`src/logic/sleep_wakeup_cfg.svh`:
```
// constants for the sleep and wake-up controller
`ifndef SLEEP_WAKEUP_CFG_SVH
`define SLEEP_WAKEUP_CFG_SVH
// register map (byte addresses, one word each)
`define SW_ADDR_W 4
`define SW_REG_CTRL 4'h0
`define SW_REG_ENABLE 4'h4
`define SW_REG_FLAGS 4'h8
`define SW_REG_STATUS 4'hC
// control register fields
`define SW_CTRL_MIE 0
`define SW_CTRL_WDT_EN 1
`define SW_CTRL_T2_ASYNC 2
`define SW_CTRL_ADC_RC 3
// status register fields
`define SW_ST_PD_N 0
`define SW_ST_TO_N 1
`define SW_ST_ASLEEP 2
`define SW_ST_HOLD 3
// number of wake sources and their slots
`define SW_NSRC 8
`define SW_SRC_EDGE 0
`define SW_SRC_PORT 1
`define SW_SRC_TIMER2 2
`define SW_SRC_ADC 3
`define SW_SRC_LVD 4
`define SW_SRC_CMP1 5
`define SW_SRC_CMP2 6
`define SW_SRC_OTHER 7
// timing
`define SW_CLK_MHZ 25
`define SW_OSC_PER_CYC 4
`define SW_OST_NS 40960
`define SW_OST_CYC ((`SW_OST_NS * `SW_CLK_MHZ + 999) / 1000)
`define SW_CNT_W 12
`define SW_PH_W 2
// interrupt vector address loaded on service
`define SW_VECTOR_PC 13'h0004
`endif

```
`src/logic/sleep_wakeup_pkg.sv`:
```
// types shared by the sleep and wake-up controller
`default_nettype none
package sleep_wakeup_pkg;
  // register port request from software
  typedef struct packed {
    logic [3:0] addr;
    logic [31:0] wdata;
    logic wr;
    logic rd;
  } reg_req_t;
  // core-facing instruction stream events
  typedef struct packed {
    logic sleep_op;
    logic wdt_clear_op;
    logic two_cycle;
    logic [12:0] pc;
  } core_evt_t;
  typedef enum logic [1:0] {ST_RUN, ST_ASLEEP, ST_WAKE} pwr_state_t;
endpackage
`default_nettype wire

```
`src/logic/sleep_wakeup_control.sv`:
```
// sleep entry, wake-up and status logic for the core
// Notes on behaviour
// - sleep ends on external reset, enabled watchdog wake, or enabled irq
// - external reset fully resets; other wakes resume program execution
// - power-down marker set at power-up, cleared by sleep instruction
// - expired flag cleared on a watchdog time-out with watchdog enabled, also a wake
// - second timer wakes only while running as asynchronous counter
// - converter done wakes only when clocked from its internal RC
// - low-voltage, comparator and port-change (amplifier) irqs all wake
// - other peripherals raise no interrupt while asleep
// - the next instruction word is fetched while sleep executes
// - irq wakes only if individually enabled, whatever the master enable
// - master enable clear: continue after sleep without vectoring
// - master enable set: run prefetched instruction then vector
// - pending enabled irq with master clear makes sleep a no-op
// - irq during or after sleep: sleep completes, then wakes at once
// - one instruction cycle is four oscillator periods
// - branch or true test takes two cycles, second a no-op
// - servicing irq clears master enable, pushes return, loads vector
// - watchdog time-out while asleep wakes instead of resetting
// - sleep clears watchdog, sets expired flag, stops oscillator driver
// - flags set on events regardless of any enable
`include "sleep_wakeup_cfg.svh"
`timescale 1ns/100ps
`default_nettype none
module sleep_wakeup_control (
  // clock and reset
  input wire logic clk_in,
  input wire logic reset_n_in,
  // external reset pin, active low, asynchronous to the clock
  input wire logic external_reset_pin_n_in,
  // register port
  input wire sleep_wakeup_pkg::reg_req_t reg_req_in,
  output logic [31:0] reg_rdata_out,
  // instruction stream from the core
  input wire sleep_wakeup_pkg::core_evt_t core_evt_in,
  // raw interrupt events, one per source
  input wire logic [`SW_NSRC-1:0] irq_event_in,
  // watchdog time-out pulse from its own oscillator path
  input wire logic watchdog_timeout_in,
  // to the core and clock tree
  output logic core_reset_out,
  output logic osc_driver_on_out,
  output logic exec_enable_out,
  output logic phase_tick_out,
  output logic watchdog_counter_clear_out,
  output logic prefetch_out,
  output logic [12:0] prefetch_pc_out,
  output logic vector_out,
  output logic [12:0] return_pc_out,
  output logic [12:0] vector_pc_out,
  output logic nop_cycle_out,
  output logic watchdog_reset_out
);
  import sleep_wakeup_pkg::*;

  // ------------------------------------------------------------------
  // pin conditioning
  // ------------------------------------------------------------------
  logic ext_level, wdt_level, wdt_prev_q;
  sync_three u_ext_sync (
    .clk_in(clk_in),
    .reset_n_in(reset_n_in),
    .pin_in(external_reset_pin_n_in),
    .level_out(ext_level)
  );
  // the time-out comes from another oscillator, so it is synchronised too
  sync_three u_wdt_sync (
    .clk_in(clk_in),
    .reset_n_in(reset_n_in),
    .pin_in(watchdog_timeout_in),
    .level_out(wdt_level)
  );
  logic ext_seen_q;
  wire wdt_evt = wdt_level & ~wdt_prev_q;
  // reset is only honoured once the synchronised pin has settled high
  wire ext_reset = ext_seen_q & ~ext_level;

  // ------------------------------------------------------------------
  // registers
  // ------------------------------------------------------------------
  logic [3:0] ctrl_q;
  logic [`SW_NSRC-1:0] enable_q, flags_q;
  logic pd_n_q, to_n_q;
  pwr_state_t state_q, state_d;
  logic [`SW_CNT_W-1:0] ost_q;
  logic [`SW_PH_W-1:0] phase_q;
  logic prefetch_q, nop_q;
  logic [12:0] pc_next_q;

  // ------------------------------------------------------------------
  // decode
  // ------------------------------------------------------------------
  wire mie = ctrl_q[`SW_CTRL_MIE];
  wire wdt_en = ctrl_q[`SW_CTRL_WDT_EN];
  wire asleep = (state_q == ST_ASLEEP);
  wire wr_ctrl = reg_req_in.wr && reg_req_in.addr == `SW_REG_CTRL;
  wire wr_en = reg_req_in.wr && reg_req_in.addr == `SW_REG_ENABLE;
  wire wr_flags = reg_req_in.wr && reg_req_in.addr == `SW_REG_FLAGS;
  // which sources may fire at all while clocks are stopped
  logic [`SW_NSRC-1:0] sleep_capable;
  always_comb begin
    sleep_capable = '1;
    sleep_capable[`SW_SRC_TIMER2] = ctrl_q[`SW_CTRL_T2_ASYNC];
    sleep_capable[`SW_SRC_ADC] = ctrl_q[`SW_CTRL_ADC_RC];
    sleep_capable[`SW_SRC_OTHER] = 1'b0;
  end
  // clock-stopped sources are masked only while asleep
  wire [`SW_NSRC-1:0] live_evt = irq_event_in &
    (asleep ? sleep_capable : {`SW_NSRC{1'b1}});
  // flags pending with enables, master enable plays no part here
  wire irq_pend = |(flags_q & enable_q);
  wire sleep_exec = core_evt_in.sleep_op && exec_enable_out &&
    phase_tick_out;
  wire sleep_as_nop = sleep_exec && irq_pend && !mie;
  wire sleep_full = sleep_exec && !sleep_as_nop;
  wire wdt_wake = asleep && wdt_en && wdt_evt;
  wire wake = asleep && (irq_pend || wdt_wake);
  wire ost_done = (ost_q == '0);

  // ------------------------------------------------------------------
  // instruction-cycle phase divider
  // ------------------------------------------------------------------
  // one tick per four oscillator periods; stopped while asleep
  always_ff @(posedge clk_in or negedge reset_n_in) begin
    if (!reset_n_in) begin
      phase_q <= '0;
    end else if (state_q != ST_RUN || core_reset_out) begin
      phase_q <= '0;
    end else begin
      phase_q <= phase_q + 1'b1;
    end
  end
  assign phase_tick_out = (phase_q == `SW_PH_W'(`SW_OSC_PER_CYC - 1));

  // ------------------------------------------------------------------
  // power state machine
  // ------------------------------------------------------------------
  always_comb begin
    state_d = state_q;
    case (state_q)
      ST_RUN: begin
        if (sleep_full) begin
          state_d = ST_ASLEEP;
        end
      end
      ST_ASLEEP: begin
        if (wake || irq_pend) begin
          state_d = ST_WAKE;
        end
      end
      ST_WAKE: begin
        if (ost_done) begin
          state_d = ST_RUN;
        end
      end
      default: state_d = ST_RUN;
    endcase
  end
  always_ff @(posedge clk_in or negedge reset_n_in) begin
    if (!reset_n_in) begin
      state_q <= ST_RUN;
    end else if (ext_reset) begin
      state_q <= ST_RUN;
    end else begin
      state_q <= state_d;
    end
  end

  // ------------------------------------------------------------------
  // oscillator start-up timer
  // ------------------------------------------------------------------
  always_ff @(posedge clk_in or negedge reset_n_in) begin
    if (!reset_n_in) begin
      ost_q <= '0;
    end else if (state_q == ST_ASLEEP) begin
      ost_q <= `SW_CNT_W'(`SW_OST_CYC - 1);
    end else if (state_q == ST_WAKE && !ost_done) begin
      ost_q <= ost_q - 1'b1;
    end
  end

  // ------------------------------------------------------------------
  // status bits
  // ------------------------------------------------------------------
  always_ff @(posedge clk_in or negedge reset_n_in) begin
    if (!reset_n_in) begin
      pd_n_q <= 1'b1;
      to_n_q <= 1'b1;
      wdt_prev_q <= 1'b0;
      ext_seen_q <= 1'b0;
    end else begin
      wdt_prev_q <= wdt_level;
      if (ext_level) begin
        ext_seen_q <= 1'b1;
      end
      if (sleep_full) begin
        pd_n_q <= 1'b0;
      end else if (ext_reset) begin
        pd_n_q <= 1'b1;
      end
      // a time-out wins over the set by sleep or reset
      if (wdt_evt && wdt_en) begin
        to_n_q <= 1'b0;
      end else if (sleep_full || ext_reset ||
                   (core_evt_in.wdt_clear_op && exec_enable_out)) begin
        to_n_q <= 1'b1;
      end
    end
  end

  // ------------------------------------------------------------------
  // control, enables and flags
  // ------------------------------------------------------------------
  always_ff @(posedge clk_in or negedge reset_n_in) begin
    if (!reset_n_in) begin
      ctrl_q <= '0;
      enable_q <= '0;
      flags_q <= '0;
    end else if (ext_reset) begin
      ctrl_q <= '0;
      enable_q <= '0;
      flags_q <= '0;
    end else begin
      if (wr_en) begin
        enable_q <= reg_req_in.wdata[`SW_NSRC-1:0];
      end
      // write one to clear; an event in the same cycle wins
      flags_q <= (flags_q & ~(wr_flags ? reg_req_in.wdata[`SW_NSRC-1:0] :
        {`SW_NSRC{1'b0}})) | live_evt;
      if (wr_ctrl) begin
        ctrl_q <= reg_req_in.wdata[3:0];
      end else if (vector_out) begin
        ctrl_q[`SW_CTRL_MIE] <= 1'b0;
      end
    end
  end

  // ------------------------------------------------------------------
  // prefetch, resume and vectoring
  // ------------------------------------------------------------------
  always_ff @(posedge clk_in or negedge reset_n_in) begin
    if (!reset_n_in) begin
      prefetch_q <= 1'b0;
      pc_next_q <= '0;
      nop_q <= 1'b0;
    end else begin
      prefetch_q <= sleep_exec;
      if (sleep_exec) begin
        pc_next_q <= core_evt_in.pc + 13'd1;
      end
      if (phase_tick_out) begin
        nop_q <= exec_enable_out && (core_evt_in.two_cycle || vector_out)
          && !nop_q;
      end
    end
  end
  // vector fires at the end of the instruction after sleep, or at the end of any
  // non-nop, non-sleep cycle the core runs with an enabled pending interrupt and master enable
  assign vector_out = exec_enable_out && phase_tick_out && !nop_q &&
    mie && irq_pend && !core_evt_in.sleep_op;
  assign vector_pc_out = `SW_VECTOR_PC;
  assign return_pc_out = core_evt_in.pc + 13'd1;
  assign prefetch_out = prefetch_q;
  assign prefetch_pc_out = pc_next_q;
  assign nop_cycle_out = nop_q;

  // ------------------------------------------------------------------
  // outputs to core and clock tree
  // ------------------------------------------------------------------
  assign core_reset_out = ext_reset;
  assign osc_driver_on_out = (state_q != ST_ASLEEP);
  assign exec_enable_out = (state_q == ST_RUN) && !core_reset_out;
  assign watchdog_counter_clear_out = sleep_full ||
    (core_evt_in.wdt_clear_op && exec_enable_out);
  // a time-out while running is a reset, while asleep only a wake, during start-up neither
  assign watchdog_reset_out = wdt_evt && wdt_en && !asleep &&
    state_q == ST_RUN;

  // ------------------------------------------------------------------
  // register read port
  // ------------------------------------------------------------------
  logic [31:0] rdata_q;
  logic [31:0] rd_mux;
  always_comb begin
    rd_mux = 32'h0000_0000;
    case (reg_req_in.addr)
      `SW_REG_CTRL: rd_mux[3:0] = ctrl_q;
      `SW_REG_ENABLE: rd_mux[`SW_NSRC-1:0] = enable_q;
      `SW_REG_FLAGS: rd_mux[`SW_NSRC-1:0] = flags_q;
      `SW_REG_STATUS: begin
        rd_mux[`SW_ST_PD_N] = pd_n_q;
        rd_mux[`SW_ST_TO_N] = to_n_q;
        rd_mux[`SW_ST_ASLEEP] = asleep;
        rd_mux[`SW_ST_HOLD] = (state_q == ST_WAKE);
      end
      default: rd_mux = 32'h0000_0000;
    endcase
  end
  always_ff @(posedge clk_in or negedge reset_n_in) begin
    if (!reset_n_in) begin
      rdata_q <= 32'h0000_0000;
    end else if (reg_req_in.rd) begin
      rdata_q <= rd_mux;
    end else begin
      rdata_q <= 32'h0000_0000;
    end
  end
  assign reg_rdata_out = rdata_q;
endmodule // sleep_wakeup_control
`default_nettype wire

```
`src/logic/sync_three.sv`:
```
// three-stage pin synchroniser with second/third agreement filter
`timescale 1ns/100ps
`default_nettype none
module sync_three (
  // clock and reset
  input wire logic clk_in,
  input wire logic reset_n_in,
  // pin and filtered level
  input wire logic pin_in,
  output logic level_out
);
  logic s1_q, s2_q, s3_q;
  // the first stage feeds only the second
  always_ff @(posedge clk_in or negedge reset_n_in) begin
    if (!reset_n_in) begin
      s1_q <= 1'b0;
      s2_q <= 1'b0;
      s3_q <= 1'b0;
      level_out <= 1'b0;
    end else begin
      s1_q <= pin_in;
      s2_q <= s1_q;
      s3_q <= s2_q;
      if (s2_q == s3_q) begin
        level_out <= s3_q;
      end
    end
  end
endmodule // sync_three
`default_nettype wire

```
`config.mk`:
```
export PLATFORM = sky130hd
export DESIGN_NAME = sleep_wakeup_control
export DESIGN_NICKNAME = d
export VERILOG_FILES = /design/src/logic/sleep_wakeup_pkg.sv /design/src/logic/sleep_wakeup_control.sv /design/src/logic/sync_three.sv
export VERILOG_INCLUDE_DIRS = /design/src /design/src/logic
export SDC_FILE = /design/constraint.sdc
export NUM_CORES = 1
export LEC_CHECK = 0
export BUFFER_PORTS_ARGS = -buffer_cell sky130_fd_sc_hd__buf_2
export CAP_MARGIN = 10
export CORE_ASPECT_RATIO = 1.4
export CORE_MARGIN = 2
export CORE_UTILIZATION = 54
export CTS_BUF_LIST = sky130_fd_sc_hd__clkbuf_4
export CTS_CLUSTER_DIAMETER = 60
export DETAILED_ROUTE_END_ITERATION = 8
export GPL_TIMING_DRIVEN = 0
export PLACE_DENSITY = 0.9
export SETUP_SLACK_MARGIN = 0.4
export SLEW_MARGIN = 20
export SYNTH_ARGS = -nofsm -noshare
export SYNTH_HDL_FRONTEND = slang
export SYNTH_SLANG_ARGS = --single-unit
export TNS_END_PERCENT = 5
```
`constraint.sdc`:
```
create_clock -name clk_in -period 3.9 [get_ports clk_in]
set_input_delay 0.975 -clock clk_in [delete_from_list [all_inputs] [get_ports clk_in]]
set_output_delay 0.975 -clock clk_in [all_outputs]
set_load 0.01 [all_outputs]
```
# Yosys cells after proc, flatten, opt, wreduce, memory -nomap -nowiden
# Cells that the tools add are included.
[classes]
mux = 24
div_mod_pow = 0
shifts = 0
magnitude_cmp = 0
n_bitwise = 9
add_sub_neg = 3
multipliers = 0
eq_ne = 12
reduce_logical = 50
[op_table]
columns = ["cell", "n"]
rows = [
  ["$mux 8", 6],
  ["$and 8x8->8", 3],
  ["$logic_and 1x1->1", 24],
  ["$mux 12", 2],
  ["$pmux 4 s4", 1],
  ["$add 13x1->13 const B", 1],
  ["$logic_not 12->1", 1],
  ["$reduce_bool 2->1", 6],
  ["$sub 12x1->12 const B", 1],
  ["$mux 2", 5],
  ["$eq 4x4->1 const B", 2],
  ["$not 8->8", 1],
  ["$or 8x8->8", 1],
  ["$pmux 4 s2", 1],
  ["$reduce_or 8->1", 1],
  ["$logic_not 1->1", 7],
  ["$logic_or 1x1->1", 7],
  ["$mux 1", 6],
  ["$ne 3x3->1 const B", 2],
  ["$pmux 2 s3", 1],
  ["$eq 2x2->1 const B", 2],
  ["$eq 4x3->1 const B", 1],
  ["$logic_not 4->1", 1],
  ["$mux 4", 1],
  ["other kinds (11)", 14],
]
[totals]
mem_bits_ro = 0
n_memories = 0
latch_bits = 0
mem_bits_rw = 0
reg_bits = 71
in_bits = 66
output_inout_bits = 80
word_cells = 121

# Longest topological paths before layout
[depth]
word_depth = 14
depth_mapped = 6
mapped_depth_nobuf = 6

# Cells and area by module
# From an unflattened synthesis, not the netlist that was laid out.
[unflattened]
cells_unflattened = 339
area_unflattened_um2 = 3554.7
[modules_own_cells]
columns = ["module", "cells_per_inst", "instances", "seq_area_each_um2", "area_per_inst_um2"]
rows = [
  ["sleep_wakeup_control", 329, 1, 1579.0, 3331.9],
  ["sync_three", 5, 2, 100.1, 111.4],
]

# Worst setup path after synthesis
# Ideal clock, no wire load.
[synth_path]
path_type = "input to output"
from = "input core_evt_in[0] (netlist bit)"
to = "output return_pc_out[12]"
path_stages = 4
required_time_ps = 2925
arrival_ps = 1841
setup_slack_ps = 1084
path_buffers = 0
cell_sequence = "ha_1 nand2_1 nor4_1 xor2_1"
[synth_between]
elab_chain_cells = 1
[synth_rtl]
columns = ["element", "line", "source"]
rows = [
  ["start, declared", "sleep_wakeup_control.sv:36", "input wire sleep_wakeup_pkg::core_evt_t core_evt_in,"],
  ["$add 13x1->13", "sleep_wakeup_control.sv:263", "assign return_pc_out = core_evt_in.pc + 13'd1;"],
  ["end, declared", "sleep_wakeup_control.sv:50", "output logic [12:0] return_pc_out,"],
]
# No other way between the ends.

# Final worst setup path
# Same ends and word-level chain as after synthesis.

==> flow_summary.json <==
{
  "run_status": "finished, final reports clean",
  "synth_cell_type_count": 59,
  "pwr_density_cell_nw_per_um2": 412,
  "unrepaired_setup_endpoints_after_global_routing": "false",
  "number_of_instances_resized_during_post_cts_repair": 0,
  "ir_drop_uv": 377,
  "report.power.total_mw": 1.85,
  "drt-wirelength-per-cell_um": 14.6,
  "timing.slew.headroom": 0.489,
  "max_h_tree_level": 3,
  "die_height_um": 102,
  "timing.hold.ws_ns": 0.365,
  "worst_path_largest_cell_delay_ns": 0.35,
  "static-leakage-power_nw": 2.15,
  "cells_on_worst_reg2reg_path": 5,
  "final-setup-viol-count": 0,
  "rrSetupSlack_ns": 1.94,
  "ys_ff_latch": 71,
  "worstSetupEndpointType": "output pin",
  "tritoncts_clock_tree": "yes",
  "cts_buffers": 9,
  "place.detailed.hpwl_um": 6320,
  "setup_total_negative_slack_ns": 0,
  "post_layout_min_period_ns": 3.19,
  "vias": 3059,
  "timing.hold.worst_endpoint": "u_wdt_sync.s2_q",
  "hold_class": "flop to flop",
  "layout.cells.most_common": "buf_2",
  "crit-reg2reg-capture": "prefetch_pc_out[9]",
  "critical_path_at_ns": 2.21,
  "detailedRoute.firstPassIterationCount": 5,
  "nets": 559,
  "hold_viol": 0,
  "placedInstanceArea_um2": 4330,
  "register_clock_pin_slew_on_the_reported_worst_setup_and_hold_paths_ns": 0.12,
  "globalRouteOverflowTotal": 0,
  "synth.yosys.seq_area_share": 0.485,
  "grt.total_usage": 0.227,
  "clock_latency_ns": 0.42,
  "drive_above_1_share": 0.344,
  "finalWirelength_um": 8300,
  "cts_hold_buf": 0,
  "final_min_period_over_clock_period": 0.817,
  "standard_cell_with_the_maximum_stage_delay_on_the_critical_path": "nor4_1",
  "io_buffer_count": 82,
  "cts-root-to-sink-buffers": 2,
  "origin_of_the_critical_flop_to_flop_path": "state_q[1]",
  "ctsRootBufferMaster": "clkbuf_4",
  "synth_cells": 360,
  "cpMostUsedCell": "buf_2",
  "startpoint_of_the_tightest_hold_check_path": "u_wdt_sync.s1_q",
  "syn-mean-instance-area_um2": 10.2,
  "ios": 146,
  "max_freq_mhz": 314,
  "ant_nets": 0,
  "drc": 0,
  "critPathLaunchType": "primary input",
  "rows": 35,
  "post-synth-top-area-fraction": 0.471,
  "antenna_violations_before_repair": 0,
  "worstMarginPinSlew_ns": 0.759,
  "netlist.top_cell.by_area": "dfrtp_1",
  "yosysWarningCount": 0,
  "synth.cell_area_um2": 3670,
  "grt_start_max_net_pins": 41,
  "num_antenna_cells": 0,
  "crit_path_cell_trace": "buf_2 -> ha_1 -> nand2_1 -> nor4_1 -> xor2_1 -> buf_2",
  "mostFrequentLayoutCells": "buf_2 (84), dfrtp_1 (69), buf_4 (39)",
  "grt_pass1_vias": 2909,
  "die_width_um": 73.7,
  "cts_sinks": 71,
  "clock-skew-final_ns": 0.0132,
  "placeableCoreArea_um2": 6570,
  "die-area_um2": 7480,
  "maxCapViolCount": 0,
  "post-route-cell-area_um2": 4480,
  "synth_ff_type": "dfrtp_1",
  "gp_routability_congestion": 0.874,
  "final-max-slew-violation-count": 0,
  "crit_type": "primary input to output pin",
  "critPathMaxFanout": 6,
  "grt_pass1_wl_um": 13200,
  "cell_types_occupying_the_most_area_after_synthesis": "dfrtp_1 (47%), buf_4 (7.8%), mux2_2 (5.2%)",
  "first_iteration_detailed_routing_drc_count": 273,
  "initial_utilization": 0.559,
  "synth_edf_count": 0,
  "cp.required_ns": 2.92,
  "synth_async_sr_flop_share": 1.00,
  "route.detailed.vias_per_inst": 5.39,
  "area.growth.synth_to_final_pct": 22.1,
  "worst_hold_path.num_cells": 0,
  "post-cts-setup-buffer-count": 0
}
layer usage:
metal | vias to the layer above | wire, um | track usage | part of all wire
met5 | - | 0 | 0 | 0
met4 | 0 | 168 | 0.101 | 0.020
met3 | 19 | 654 | 0.0617 | 0.079
met2 | 150 | 4270 | 0.376 | 0.51
met1 | 1432 | 3210 | 0.273 | 0.39
li1 | 1458 | - | - | -
cells in the mapped netlist (7+ instances only):
master   instances
a22oi_1         13
o21ai_0         13
nor3_1           8
mux2_2          17
xor2_1           7
buf_4           38
nand3_1         24
nand2_1         34
nor2_1           9
dfrtp_1         69
a21oi_1         21
inv_1           15
registers in the layout, indices dropped and copies added (netlist names), 2 cells and up:
register,flops
ctrl_q,4
enable_q,8
flags_q,8
ost_q,12
phase_q,2
prefetch_pc_out,13
reg_rdata_out,8
state_q,2
final cells by class:
class                   instances  area [um^2]
repair buffers                 83          433
flip-flops and latches         71         1780
multi-input cells             260         1640
clock inverters                 7         87.6
well taps                      74         92.6
inverters                      17         63.8
clock buffers                   9         67.6
fillers                       492         2090
plain buffers                  47          323
worst max path at each step:
stage / from / end / slack [ns]
global route: core_evt_in[0] / return_pc_out[12] / 0.60
detailed placement: core_evt_in[0] / return_pc_out[12] / 0.72
CTS: core_evt_in[0] / return_pc_out[12] / 0.72
global placement: core_evt_in[0] / return_pc_out[12] / 0.75
floorplan: core_evt_in[0] / return_pc_out[12] / 1.08
finish: core_evt_in[0] / return_pc_out[12] / 0.71
kinds of logic (layout without fill, tap and decap cells):
group / count (synthesis) / in the layout / synth area share
muxes: 20 / 20 / 0.0603
and+or+nand+nor: 114 / 114 / 0.174
xor gates and xnor gates: 12 / 12 / 0.0286
adders and majority gates: 6 / 6 / 0.0191
AOI/OAI and AO/OA: 71 / 71 / 0.126
other: 2 / 37 / 0.00205
DFF: 71 / 71 / 0.485
buffers and inverters: 64 / 163 / 0.105
critical path: cells and delay by family:
| kind | cells | cell delay [ns] |
|---|---|---|
| simple gates | 2 | 0.49 |
| buf+inv | 2 | 0.30 |
| fa+ha+maj | 1 | 0.24 |
| xor+xnor | 1 | 0.21 |
where the power goes:
part,total (mW),internal [mW],switching [mW]
combinational,0.416,0.199,0.217
sequential,0.907,0.839,0.0682
clock,0.522,0.255,0.267
total,1.85,1.29,0.553
metrics by stage:
stage,utilization,cells,setup slack (ns)
floorplan,-,395,1.08
global placement,0.655,551,0.749
detailed placement,0.659,552,0.721
CTS,0.682,568,0.719
global route,0.682,568,0.597
finish,0.682,568,0.715
Power figures use the tool's default switching activity.
